**src/rtl/ntm_pkg.sv**
```systemverilog
// Package with register map, field layouts and timing constants of the protocol timers.
package ntm_pkg;

    // ==========================================================
    // Register byte addresses
    localparam logic [7:0] ADDR_CTRL = 8'h00;
    localparam logic [7:0] ADDR_MRT = 8'h04;
    localparam logic [7:0] ADDR_NRT = 8'h08;
    localparam logic [7:0] ADDR_GPT = 8'h0C;
    localparam logic [7:0] ADDR_WUT = 8'h10;
    localparam logic [7:0] ADDR_CMD = 8'h14;
    localparam logic [7:0] ADDR_STATUS = 8'h18;

    // ==========================================================
    // Timer steps, held as the last prescaler value of one step (fc cycles minus one)
    localparam logic [11:0] MRT_STEP_LAST = 12'h03F;
    localparam logic [11:0] MRT_LP_STEP_LAST = 12'h1FF;
    localparam logic [11:0] NRT_FINE_STEP_LAST = 12'h03F;
    localparam logic [11:0] NRT_COARSE_STEP_LAST = 12'hFFF;
    localparam logic [11:0] GPT_STEP_LAST = 12'h007;

    // ==========================================================
    // Wake-up timer: periods in ms, RC oscillator ticks per ms
    localparam logic [14:0] RC_TICKS_PER_MS = 15'h0020;
    localparam logic [2:0] WUT_SEL_RESET = 3'h3;
    localparam logic [9:0] WUT_PERIOD_MS [8] = '{
        10'h00A, 10'h014, 10'h032, 10'h064, 10'h0C8, 10'h190, 10'h258, 10'h320
    };

    // ==========================================================
    // Field layouts
    typedef enum logic [1:0] {
        GPT_TRIG_NONE,
        GPT_TRIG_SOF,
        GPT_TRIG_EOF,
        GPT_TRIG_FIELD_OFF
    } ntm_gpt_trig_type;

    typedef struct packed {
        logic wakeup_mode;
        logic lp_target;
        logic nfc_active;
        logic squelch_en;
        logic nrt_uncond;
        logic nrt_step;
        ntm_gpt_trig_type gpt_trig;
    } ntm_ctrl_type;

    typedef struct packed {
        logic start_wut;
        logic start_gpt;
        logic start_nrt;
        logic start_mrt;
        logic clear;
    } ntm_cmd_type;

    typedef struct packed {
        logic rx_enable;
        logic wut_run;
        logic gpt_run;
        logic nrt_run;
        logic mrt_run;
        logic wakeup_timer_flag;
        logic gpt_flag;
        logic nre_flag;
    } ntm_status_type;

    typedef struct packed {
        logic tx_end;
        logic rx_sof;
        logic rx_eof;
        logic reply_active;
        logic peer_field_on;
        logic peer_field_off;
    } ntm_frame_ev_type;

    typedef struct packed {
        logic run;
        logic [11:0] pre;
        logic [15:0] cnt;
    } ntm_timer_type;

    typedef struct packed {
        ntm_ctrl_type ctrl;
        logic [7:0] mrt_val;
        logic [15:0] nrt_val;
        logic [15:0] gpt_val;
        logic [2:0] wut_sel;
        ntm_timer_type mrt;
        ntm_timer_type nrt;
        ntm_timer_type gpt;
        logic wut_run;
        logic [14:0] wut_cnt;
        logic nre_flag;
        logic gpt_flag;
        logic wakeup_timer_flag;
        logic force_low;
        logic rx_enable;
        logic squelch_on;
        logic pready;
        logic [31:0] prdata;
        logic pslverr;
    } ntm_state_type;

endpackage

```
**src/rtl/ntm_timers.sv**
```systemverilog
// Protocol timers (mask-receive, no-response, general-purpose, wake-up) with APB registers.
//
// Operation
// - Clear stops all but wake-up, unconditional no-response.
// - End of transmission starts mask and no-response.
// - Receive enable low while mask timer runs.
// - Squelch on while mask timer runs, if enabled.
// - Mask timer expiry raises no flag.
// - Active mode: peer field on starts mask timer.
// - Low-power target: command start, step 512/fc.
// - No-response step 64/fc or 4096/fc.
// - Mode clear: timeout flags, blocks receive; reply stops.
// - Mode set: always flag; block receive if idle.
// - No-response start command restarts a running timer.
// - Active mode ignores no-response start command.
// - Active mode: flag if field absent at expiry.
// - No-response timeout sets its own flag.
// - General timer triggers on SOF, EOF, field off; the field-off trigger acts in active mode only.
// - General start command restarts a running timer.
// - Wake-up start command, rejected in wake-up mode.
// - Carrier timers on fc, wake-up timer on RC.
// - Wake-up period 10 to 800 ms, default 100.
//
// Our own choices: the placing of the registers and the APB slave port.
`timescale 1ns/1ps
module ntm_timers (
    input wire logic pclk,
    input wire logic presetn,
    input wire logic psel,
    input wire logic penable,
    input wire logic pwrite,
    input wire logic [7:0] paddr,
    input wire logic [31:0] pwdata,
    output logic pready,
    output logic [31:0] prdata,
    output logic pslverr,
    input wire logic fc_tick,
    input wire logic rc_tick,
    input wire ntm_pkg::ntm_frame_ev_type frame_ev,
    output logic rx_enable,
    output logic squelch_on,
    output logic rc_osc_en
);

    // ==========================================================
    // Helpers

    function automatic logic addr_ok(input logic [7:0] a);
        addr_ok = (a == ntm_pkg::ADDR_CTRL) || (a == ntm_pkg::ADDR_MRT)
            || (a == ntm_pkg::ADDR_NRT) || (a == ntm_pkg::ADDR_GPT)
            || (a == ntm_pkg::ADDR_WUT) || (a == ntm_pkg::ADDR_CMD)
            || (a == ntm_pkg::ADDR_STATUS);
    endfunction

    // True when the running timer completes its last step on this fc tick.
    function automatic logic step_done(
        input ntm_pkg::ntm_timer_type t,
        input logic [11:0] last,
        input logic [15:0] limit,
        input logic tick
    );
        step_done = t.run && tick && (t.pre == last) && ((t.cnt + 16'h0001) == limit);
    endfunction

    function automatic ntm_pkg::ntm_timer_type advance(
        input ntm_pkg::ntm_timer_type t,
        input logic [11:0] last,
        input logic tick
    );
        ntm_pkg::ntm_timer_type r;
        r = t;
        if (t.run && tick) begin
            if (t.pre == last) begin
                r.pre = 12'h000;
                r.cnt = t.cnt + 16'h0001;
            end else begin
                r.pre = t.pre + 12'h001;
            end
        end
        advance = r;
    endfunction

    function automatic ntm_pkg::ntm_timer_type started();
        ntm_pkg::ntm_timer_type r;
        r = '0;
        r.run = 1'b1;
        started = r;
    endfunction

    // ==========================================================
    // State

    ntm_pkg::ntm_state_type s;
    ntm_pkg::ntm_state_type next_s;

    always_comb begin
        ntm_pkg::ntm_cmd_type cmd;
        ntm_pkg::ntm_status_type st;
        ntm_pkg::ntm_status_type clr;
        logic access;
        logic [11:0] mrt_last;
        logic [11:0] nrt_last;
        logic [15:0] mrt_limit;
        logic mrt_exp;
        logic nrt_exp;
        logic gpt_exp;
        logic wut_exp;
        logic set_nre;
        logic start_mrt;
        logic start_nrt;
        logic start_gpt;
        logic [14:0] wut_limit;
        st = '0;
        access = 1'b0;
        mrt_last = 12'h000;
        nrt_last = 12'h000;
        mrt_limit = 16'h0000;
        mrt_exp = 1'b0;
        nrt_exp = 1'b0;
        gpt_exp = 1'b0;
        wut_exp = 1'b0;
        start_mrt = 1'b0;
        start_nrt = 1'b0;
        start_gpt = 1'b0;
        wut_limit = 15'h0000;
        next_s = s;
        cmd = '0;
        clr = '0;
        set_nre = 1'b0;
        next_s.pready = 1'b0;
        next_s.pslverr = 1'b0;

        // ======================================================
        // APB slave: one wait-free access phase after each setup.
        st.rx_enable = s.rx_enable;
        st.wut_run = s.wut_run;
        st.gpt_run = s.gpt.run;
        st.nrt_run = s.nrt.run;
        st.mrt_run = s.mrt.run;
        st.wakeup_timer_flag = s.wakeup_timer_flag;
        st.gpt_flag = s.gpt_flag;
        st.nre_flag = s.nre_flag;
        if (psel && !penable) begin
            next_s.pready = 1'b1;
            next_s.pslverr = !addr_ok(paddr);
            unique case (paddr)
                ntm_pkg::ADDR_CTRL: next_s.prdata = {24'h000000, s.ctrl};
                ntm_pkg::ADDR_MRT: next_s.prdata = {24'h000000, s.mrt_val};
                ntm_pkg::ADDR_NRT: next_s.prdata = {16'h0000, s.nrt_val};
                ntm_pkg::ADDR_GPT: next_s.prdata = {16'h0000, s.gpt_val};
                ntm_pkg::ADDR_WUT: next_s.prdata = {29'h00000000, s.wut_sel};
                ntm_pkg::ADDR_STATUS: next_s.prdata = {24'h000000, st};
                default: next_s.prdata = 32'h00000000;
            endcase
        end
        access = psel && penable && s.pready && pwrite && !s.pslverr;
        if (access) begin
            unique case (paddr)
                ntm_pkg::ADDR_CTRL: next_s.ctrl = ntm_pkg::ntm_ctrl_type'(pwdata[7:0]);
                ntm_pkg::ADDR_MRT: next_s.mrt_val = pwdata[7:0];
                ntm_pkg::ADDR_NRT: next_s.nrt_val = pwdata[15:0];
                ntm_pkg::ADDR_GPT: next_s.gpt_val = pwdata[15:0];
                ntm_pkg::ADDR_WUT: next_s.wut_sel = pwdata[2:0];
                ntm_pkg::ADDR_CMD: cmd = ntm_pkg::ntm_cmd_type'(pwdata[4:0]);
                ntm_pkg::ADDR_STATUS: clr = ntm_pkg::ntm_status_type'(pwdata[7:0]);
                default: cmd = '0;
            endcase
        end

        // ======================================================
        // Mask-receive timer. Its expiry only reopens the receiver and turns squelch off.
        mrt_last = s.ctrl.lp_target ? ntm_pkg::MRT_LP_STEP_LAST : ntm_pkg::MRT_STEP_LAST;
        mrt_limit = {8'h00, s.mrt_val};
        mrt_exp = step_done(s.mrt, mrt_last, mrt_limit, fc_tick);
        next_s.mrt = advance(s.mrt, mrt_last, fc_tick);
        if (mrt_exp) begin
            next_s.mrt.run = 1'b0;
        end
        start_mrt = frame_ev.tx_end
            || (s.ctrl.nfc_active && frame_ev.peer_field_on)
            || cmd.start_mrt;
        if (start_mrt && (s.mrt_val != 8'h00)) begin
            next_s.mrt = started();
        end
        if (cmd.clear) begin
            next_s.mrt.run = 1'b0;
        end

        // ======================================================
        // No-response timer.
        nrt_last = s.ctrl.nrt_step ? ntm_pkg::NRT_COARSE_STEP_LAST
            : ntm_pkg::NRT_FINE_STEP_LAST;
        nrt_exp = step_done(s.nrt, nrt_last, s.nrt_val, fc_tick);
        next_s.nrt = advance(s.nrt, nrt_last, fc_tick);
        if (frame_ev.tx_end) begin
            next_s.force_low = 1'b0;
        end
        if (nrt_exp) begin
            next_s.nrt.run = 1'b0;
            set_nre = 1'b1;
            if (s.ctrl.nfc_active) begin
                set_nre = 1'b1;
            end else if (!s.ctrl.nrt_uncond || !frame_ev.reply_active) begin
                next_s.force_low = 1'b1;
            end
        end
        if (s.ctrl.nfc_active && frame_ev.peer_field_on) begin
            next_s.nrt.run = 1'b0;
        end
        if (!s.ctrl.nfc_active && !s.ctrl.nrt_uncond && frame_ev.rx_sof && !nrt_exp) begin
            next_s.nrt.run = 1'b0;
        end
        start_nrt = frame_ev.tx_end
            || (cmd.start_nrt && !s.ctrl.nfc_active);
        if (start_nrt && (s.nrt_val != 16'h0000)) begin
            next_s.nrt = started();
        end
        if (cmd.clear && !s.ctrl.nrt_uncond) begin
            next_s.nrt.run = 1'b0;
        end

        // ======================================================
        // General-purpose timer.
        gpt_exp = step_done(s.gpt, ntm_pkg::GPT_STEP_LAST, s.gpt_val, fc_tick);
        next_s.gpt = advance(s.gpt, ntm_pkg::GPT_STEP_LAST, fc_tick);
        if (gpt_exp) begin
            next_s.gpt.run = 1'b0;
        end
        unique case (s.ctrl.gpt_trig)
            ntm_pkg::GPT_TRIG_SOF: start_gpt = frame_ev.rx_sof;
            ntm_pkg::GPT_TRIG_EOF: start_gpt = frame_ev.rx_eof;
            ntm_pkg::GPT_TRIG_FIELD_OFF:
                start_gpt = s.ctrl.nfc_active && frame_ev.peer_field_off;
            ntm_pkg::GPT_TRIG_NONE: start_gpt = 1'b0;
        endcase
        if ((start_gpt || cmd.start_gpt) && (s.gpt_val != 16'h0000)) begin
            next_s.gpt = started();
        end
        if (cmd.clear) begin
            next_s.gpt.run = 1'b0;
        end

        // ======================================================
        // Wake-up timer on RC ticks; in wake-up mode it repeats by itself.
        wut_limit = 15'(WUT_PERIOD_MS_SEL(s.wut_sel) * ntm_pkg::RC_TICKS_PER_MS);
        wut_exp = s.wut_run && rc_tick && ((s.wut_cnt + 15'h0001) == wut_limit);
        if (s.wut_run && rc_tick) begin
            next_s.wut_cnt = wut_exp ? 15'h0000 : s.wut_cnt + 15'h0001;
        end
        if (wut_exp) begin
            next_s.wut_run = s.ctrl.wakeup_mode;
        end
        if (cmd.start_wut && !s.ctrl.wakeup_mode) begin
            next_s.wut_run = 1'b1;
            next_s.wut_cnt = 15'h0000;
        end

        // ======================================================
        // Flags: a set in the clearing cycle wins.
        next_s.nre_flag = (s.nre_flag && !clr.nre_flag) || set_nre;
        next_s.gpt_flag = (s.gpt_flag && !clr.gpt_flag) || gpt_exp;
        next_s.wakeup_timer_flag = (s.wakeup_timer_flag && !clr.wakeup_timer_flag)
            || wut_exp;

        // ======================================================
        // Receiver gating outputs.
        next_s.rx_enable = !next_s.mrt.run && !next_s.force_low;
        next_s.squelch_on = s.ctrl.squelch_en && next_s.mrt.run;
    end

    // Period lookup kept as a function so the table stays in the package.
    function automatic logic [14:0] WUT_PERIOD_MS_SEL(input logic [2:0] sel);
        WUT_PERIOD_MS_SEL = {5'h00, ntm_pkg::WUT_PERIOD_MS[sel]};
    endfunction

    always_ff @(posedge pclk or negedge presetn) begin
        if (!presetn) begin
            s <= '0;
            s.wut_sel <= ntm_pkg::WUT_SEL_RESET;
            s.rx_enable <= 1'b1;
        end else begin
            s <= next_s;
        end
    end

    assign pready = s.pready;
    assign prdata = s.prdata;
    assign pslverr = s.pslverr;
    assign rx_enable = s.rx_enable;
    assign squelch_on = s.squelch_on;
    assign rc_osc_en = s.wut_run;

endmodule // ntm_timers

```
**config.mk**
```make
export PLATFORM = sky130hd
export DESIGN_NAME = ntm_timers
export DESIGN_NICKNAME = d
export VERILOG_FILES = /design/src/rtl/ntm_pkg.sv /design/src/rtl/ntm_timers.sv
export SDC_FILE = /design/constraint.sdc
export NUM_CORES = 1
export LEC_CHECK = 0
export ABC_AREA = 1
export BUFFER_PORTS_ARGS = -buffer_cell sky130_fd_sc_hd__buf_2
export CAP_MARGIN = 5
export CORE_AREA = 8 8 166 168
export DETAILED_ROUTE_END_ITERATION = 8
export DIE_AREA = 0 0 174 176
export GPL_TIMING_DRIVEN = 0
export SLEW_MARGIN = 20
export SYNTH_ARGS = -nofsm -noshare
export SYNTH_HDL_FRONTEND = slang
export SYNTH_SLANG_ARGS = --single-unit
```
**constraint.sdc**
```tcl
create_clock -name pclk -period 2.7 [get_ports pclk]
set_input_delay 0 -clock pclk [delete_from_list [all_inputs] [get_ports pclk]]
set_output_delay 0 -clock pclk [all_outputs]
set_load 0.01 [all_outputs]
```
---- Yosys cells after proc, flatten, opt, wreduce, memory -nomap -nowiden ----
Memory sizes are Yosys's and may differ from the RTL's.
Cells that the tools add are included.
word-level totals
  register bits ........................... 194
  bits in latches ......................... 0
  memory bits (writable) .................. 0
  memory bits (read-only) ................. 80
  bits of input ports ..................... 53
  output and inout port bits .............. 37
  word-level logic and storage cells ...... 179
  memories kept ........................... 1
memory list
  name              words  width  read ports  clocked after memory_dff  wr ports  line               RTL
  (name not given)  8      10     1           0                         0         ntm_timers.sv:273  WUT_PERIOD_MS_SEL = {5'h00, ntm_pkg::WUT_PERIOD_MS[sel]};
operators by class
  add/subtract/negate cells ............... 7
  multiply operators ...................... 0
  divide/modulo/power cells ............... 0
  magnitude comparators ................... 1
  equality and inequality tests ........... 16
  shift operators ......................... 0
  mux-type cells .......................... 40
  bitwise operators ....................... 1
  reduce and logical (&&, ||, !) cells .... 82
operator list
  cell                     count
  $pmux W16 S6             1
  $mux W29                 3
  $mux W28                 3
  $mux W16                 4
  $add A16 B1 Y16 const B  3
  $mux W12                 4
  $add A12 B1 Y12 const B  3
  $mux W34                 1
  $eq A16 B16 Y1           2
  $logic_and A1 B1 Y1      32
  $reduce_bool A16 Y1      2
  $mux W15                 2
  $eq A8 B5 Y1 const B     3
  $mux W10                 2
  $eq A16 B8 Y1            1
  $eq A8 B4 Y1 const B     2
  $reduce_and A2 Y1        8
  $reduce_bool A2 Y1       8
  $add A15 B1 Y15 const B  1
  $eq A15 B15 Y1           1
  $logic_or A1 B1 Y1       14
  $mux W1                  14
  $logic_not A1 Y1         13
  $eq A12 B12 Y1           1
  other kinds (16)         19

---- Longest topological paths before layout ----
  depth in word-level cells ............... 11
  gate-level depth with buffers ........... 17
  depth with buffers taken out ............ 16

---- Worst setup path before layout ----
Ideal clock, no wire load.
  kind .................................... register -> register
  start point ............................. register s[40] in the netlist's numbering
  end point ............................... register s[46] in the netlist's numbering
  setup time .............................. 0.131 ns
  data arrival time ....................... 1.802 ns
  data required time ...................... 2.569 ns
  path slack .............................. 0.767 ns
  stages on the path, launching flop included .. 18
  buffers on the path ..................... 1
  clock period less this slack ............ 1.933 ns
  cells stage by stage .................... dfrtp_1 ha_1 nand3_1 nor2_1 nand2_1 nand2_1 nand2_1 inv_1 nand2_1 nand2_1 nand2_1 nor2_1 nand2_1 nor2_1 nand2_1 buf_6 nand2_1 o21ai_0
on the way
  word-level cells in the longest chain between the ends .. 6
ends and longest elaborated chain
  element                 line                                  RTL
  start, declared         ntm_timers.sv:93                      ntm_pkg::ntm_state_type s;
  start signal, assigned  ntm_timers.sv:282                     s <= next_s;
  $add A15 B1 Y15 *       ntm_timers.sv:246, ntm_timers.sv:248
  $eq A15 B15 Y1          ntm_timers.sv:246                     wut_exp = s.wut_run && rc_tick && ((s.wut_cnt + 15'h0001) == wut_limit);
  $logic_and A1 B1 Y1     ntm_timers.sv:246
  $mux W15 *              ntm_timers.sv:248                     next_s.wut_cnt = wut_exp ? 15'h0000 : s.wut_cnt + 15'h0001;
  $mux W15 *              ntm_timers.sv:247                     if (s.wut_run && rc_tick) begin
  $mux W16 *              ntm_timers.sv:253                     if (cmd.start_wut && !s.ctrl.wakeup_mode) begin
Every way passes the cells marked *; elsewhere a longest branch is shown, timed or not. The select of a mux whose other input is x is not followed.
A chain may end at the register's enable or synchronous reset.

---- Final worst setup path ----
  start point ............................. register s[85] in the netlist's numbering
  end point ............................... register s[113] in the netlist's numbering
on the way
  word-level cells in the longest chain between the ends .. 8
  elaborated cells on any way between the ends .. 9
  those cells by class .................... add/sub: 1; eq/ne: 1; mux: 3; reduce/logical: 4
ends and longest elaborated chain
  element                line               RTL
  $add A16 B1 Y16 *      ntm_timers.sv:62   step_done = t.run && tick && (t.pre == last) && ((t.cnt + 16'h0001) == limit);
  $eq A16 B16 Y1 *       ntm_timers.sv:62
  $logic_and A1 B1 Y1 *  ntm_timers.sv:62
  $logic_not A1 Y1       ntm_timers.sv:210  if (!s.ctrl.nfc_active && !s.ctrl.nrt_uncond && frame_ev.rx_sof && !nrt_exp) begin
  $logic_and A1 B1 Y1    ntm_timers.sv:210
  $mux W1                ntm_timers.sv:210
  $mux W29               ntm_timers.sv:215  if (start_nrt && (s.nrt_val != 16'h0000)) begin
  $mux W1                ntm_timers.sv:218  if (cmd.clear && !s.ctrl.nrt_uncond) begin
Every way passes the cells marked *; elsewhere a longest branch is shown, timed or not.

==> flow_metrics.py <==
metrics = {
    "floorplan": {
        "start_util_pct": 44.55,
        "fp.dieArea_mm2": 0.03062,
        "core_area_mm2": 0.02482,
        "fp-row-count": 58,
        "pin_count": 90,
        "die_w_um": 174,
        "fp.dieH_um": 176,
    },
    "clocking": {
        "cts_tree": "yes",
        "cts_inserted_buffers": 17,
        "h-tree-depth": 4,
        "clock_path_buffers": 2,
        "cts-root-buf": "clkbuf_16",
        "cts_setup_buffers": 0,
        "cts_num_sinks": 178,
        "path_clk_slew_ns": 0.07,
        "insertion_delay_ns": 0.43,
    },
    "place": {
        "dp_slack_ns": 0.3251,
        "gp_congestion": 0.9380,
        "dp_hpwl_um": 24680,
        "io_buffers": 57,
        "place_area_mm2": 0.01185,
    },
    "critical_path": {
        "worstSetupPathType": "flop to flop",
        "path_max_fanout": 6,
        "cp_slowest_cell": "dfrtp_1",
        "crit_top_cell": "nand2_1",
        "r2r_start": "s[85]$_DFFE_PN0P_",
        "path_cells": "ha_1 -> nand2_1 -> nor2_1 -> nand2_1 -> nor2_1 -> nand2_1 -> nand2_1 -> nor2_1 -> nor2_1 -> nand2_1 -> nor2_1 -> nand2_1 -> nand2_1 -> a21oi_1",
        "cp-startpoint": "s[85]$_DFFE_PN0P_",
        "end_kind": "flop",
        "worstPathRequired_ns": 3.01,
        "ff2ff_path_depth": 14,
        "regToRegSetupSlack_ns": 0.32,
        "crit_arrival_ns": 2.69,
        "max_stage_delay_ns": 0.47,
        "r2r-end": "s[113]$_DFFE_PN0P_",
        "critPathLaunchType": "flop",
    },
    "worst_hold_path": {
        "holdCritPathClass": "primary input to flop",
        "holdPathStages": 3,
        "min_to": "s[150]$_DFFE_PN0P_",
        "worstHoldStart": "pwdata[4]",
    },
    "sta": {
        "drv_slew": 0,
        "worst_slew_pin_slew_ns": 0.8648,
        "setup_viol": 0,
        "hold_violations": 0,
        "finalWorstSetupSlack_ns": 0.3187,
        "fin_tns_setup_ns": 0,
        "skew_ns": 0.01148,
        "period_minus_slack_ns": 2.381,
        "fmax_mhz": 419.9,
        "rsz0062_at_grt": "false",
        "hold_slack_ns": 0.01889,
        "period_share_pct": 88.20,
        "slew_headroom_pct": 42.13,
    },
    "global_routing": {
        "grt-ovfl-total": 0,
        "grt_use_total_pct": 21.55,
        "antenna_found_initial": 1,
        "grt_pass1_wl_um": 53880,
        "grt_pass1_vias": 10332,
        "grt_max_degree": 91,
    },
    "drt": {
        "vias": 10606,
        "viasPerCell": 5.217,
        "drtIter0Drc": 826,
        "drt.antenna.violating_nets": 0,
        "drt_wl_total_um": 32440,
        "wl_per_cell_um": 15.95,
        "drc": 0,
        "dr.pass1.iters": 7,
    },
    "layout": {
        "n_fill_cell": 2579,
        "fin_nets": 1753,
        "syn_to_final_growth_pct": 14.69,
        "final_layout_size_suffix_gt1_share_pct": 9.107,
        "final_area_mm2": 0.01268,
    },
    "synthesis": {
        "yosys.cell_types.count": 50,
        "netlist_area_mm2": 0.01106,
        "synthCells": 1579,
        "yosys_warnings": 0,
        "synth-edff-count": 0,
        "synth_ff_type": "dfrtp_1",
        "synthArstFlopShare_pct": 100.0,
        "ys_seq_area_share_pct": 40.32,
        "syn_avg_cell_area_um2": 7.002,
        "yosys_register_bits": 178,
    },
    "job": {
        "cap_violations": 0,
    },
    "outcome": {
        "status": "finished clean",
    },
    "pwr": {
        "power_w": 0.006290,
        "leakage_nw": 6.166,
        "power_per_cell_area_mw_per_mm2": 496.0,
        "irDropWorstVdd_mv": 0.3089,
    },
}
## worst max-delay path by stage
stage	endpoint	slack, ns	cells past startpoint
6_report	s[113]$_DFFE_PN0P_	0.32	14
5_1_grt	s[53]$_DFFE_PN0P_	0.04	15
4_1_cts	s[113]$_DFFE_PN0P_	0.31	14
2_1_floorplan	s[46]$_DFFE_PN0P_	0.77	17
3_5_place_dp	s[53]$_DFFE_PN0P_	0.33	17
3_3_place_gp	s[54]$_DFFE_PN0P_	-1.46	1
## routing by layer
layer	global-route usage, %	up-vias	routed length, µm
met5	0	-	0
met4	6.306	0	584
met3	3.525	42	1634
met2	35.09	272	14930
met1	29.19	4985	15290
li1	-	5307	-
## Yosys cell counts, drive strengths merged (2+ instances only)
cell	count	share of area, %
nand2	479	16
inv	198	6.7
dfrtp	175	40
nor2	151	5.4
o21ai	139	6.3
nand3	132	6.0
buf	46	3.0
nand4	35	2.0
nor3	32	1.4
xor2	31	2.5
a21oi	28	1.3
o22ai	26	1.5
clkbuf	23	0.79
o211ai	15	1.0
xnor2	11	0.87
ha	10	1.1
o31ai	9	0.61
nand3b	7	0.48
a221oi	4	0.32
nor4	4	0.23
dfstp	3	0.71
o21bai	3	0.20
a211oi	2	0.14
or2	2	0.11
## timing repair
item                                    in CTS  in global routing
hold endpoints to repair                   123                  0
hold buffers                                19                  0
endpoints found under the setup margin       0                  7
gates resized for setup                      0                  2
## sequential cells by signal, summed over array words and instances, names as in the netlist
| signal | cells |
|---|---|
| squelch_on | 1 |
| prdata | 16 |
| pready | 1 |
| s | 157 |
| rc_osc_en | 1 |
| pslverr | 1 |
| rx_enable | 1 |
## power by group
group          switching (W)  total [W]  internal, W
Sequential          0.000131    0.00292      0.00279
Combinational       0.000427   0.000685     0.000258
Clock                0.00108    0.00268      0.00160
## stage by stage
stage          utilization [%]  instances
2_1_floorplan                -       1594
3_3_place_gp             47.59       1981
3_5_place_dp             47.74       1982
4_1_cts                  51.05       2032
5_1_grt                  51.09       2033
6_report                 51.09       2033
## critical path, delay by kind of cell, from the launching register on
kind                       cells  cell delay [ns]
and+or+nand+nor               12             1.44
DFF                            1             0.47
adders and majority gates      1             0.29
AOI/OAI and AO/OA              1             0.06
## cell families after synthesis
logic type,Yosys count,synth area share [%]
AOI/OAI and AO/OA,234,12.14
DFF,178,40.32
muxes,1,0.09054
xor gates and xnor gates,43,3.531
other,1,0.03392
and+or+nand+nor,844,32.16
adders and majority gates,10,1.132
buffers and inverters,268,10.58
## layout make-up
class                           count  area (µm²)  area share [%]
Tap cell                          330       412.9           3.256
Sequential cell                   178        4458           35.16
Clock buffer                       24       511.7           4.036
Buffer                             69       422.9           3.335
Timing Repair Buffer               77       513.0           4.046
Inverter                          199       747.0           5.891
Clock inverter                      7       121.4          0.9572
Multi-Input combinational cell   1148        5490           43.30
Antenna cell                        1       2.502         0.01974
## cell usage in the layout, fill, tap and decap left out, drive strengths merged, types with 15 or more instances in the layout
| master | Yosys | layout |
|---|---|---|
| a21oi | 28 | 28 |
| o211ai | 15 | 15 |
| nand4 | 35 | 35 |
| dfrtp | 175 | 175 |
| xor2 | 31 | 31 |
| nand2 | 479 | 479 |
| o21ai | 139 | 139 |
| conb | 1 | 16 |
| nor2 | 151 | 151 |
| o22ai | 26 | 26 |
| nor3 | 32 | 32 |
| clkbuf | 23 | 47 |
| nand3 | 132 | 132 |
| buf | 46 | 104 |
| dlygate4sd3 | 0 | 19 |
| inv | 198 | 198 |
(Power assumes the default switching activity.)
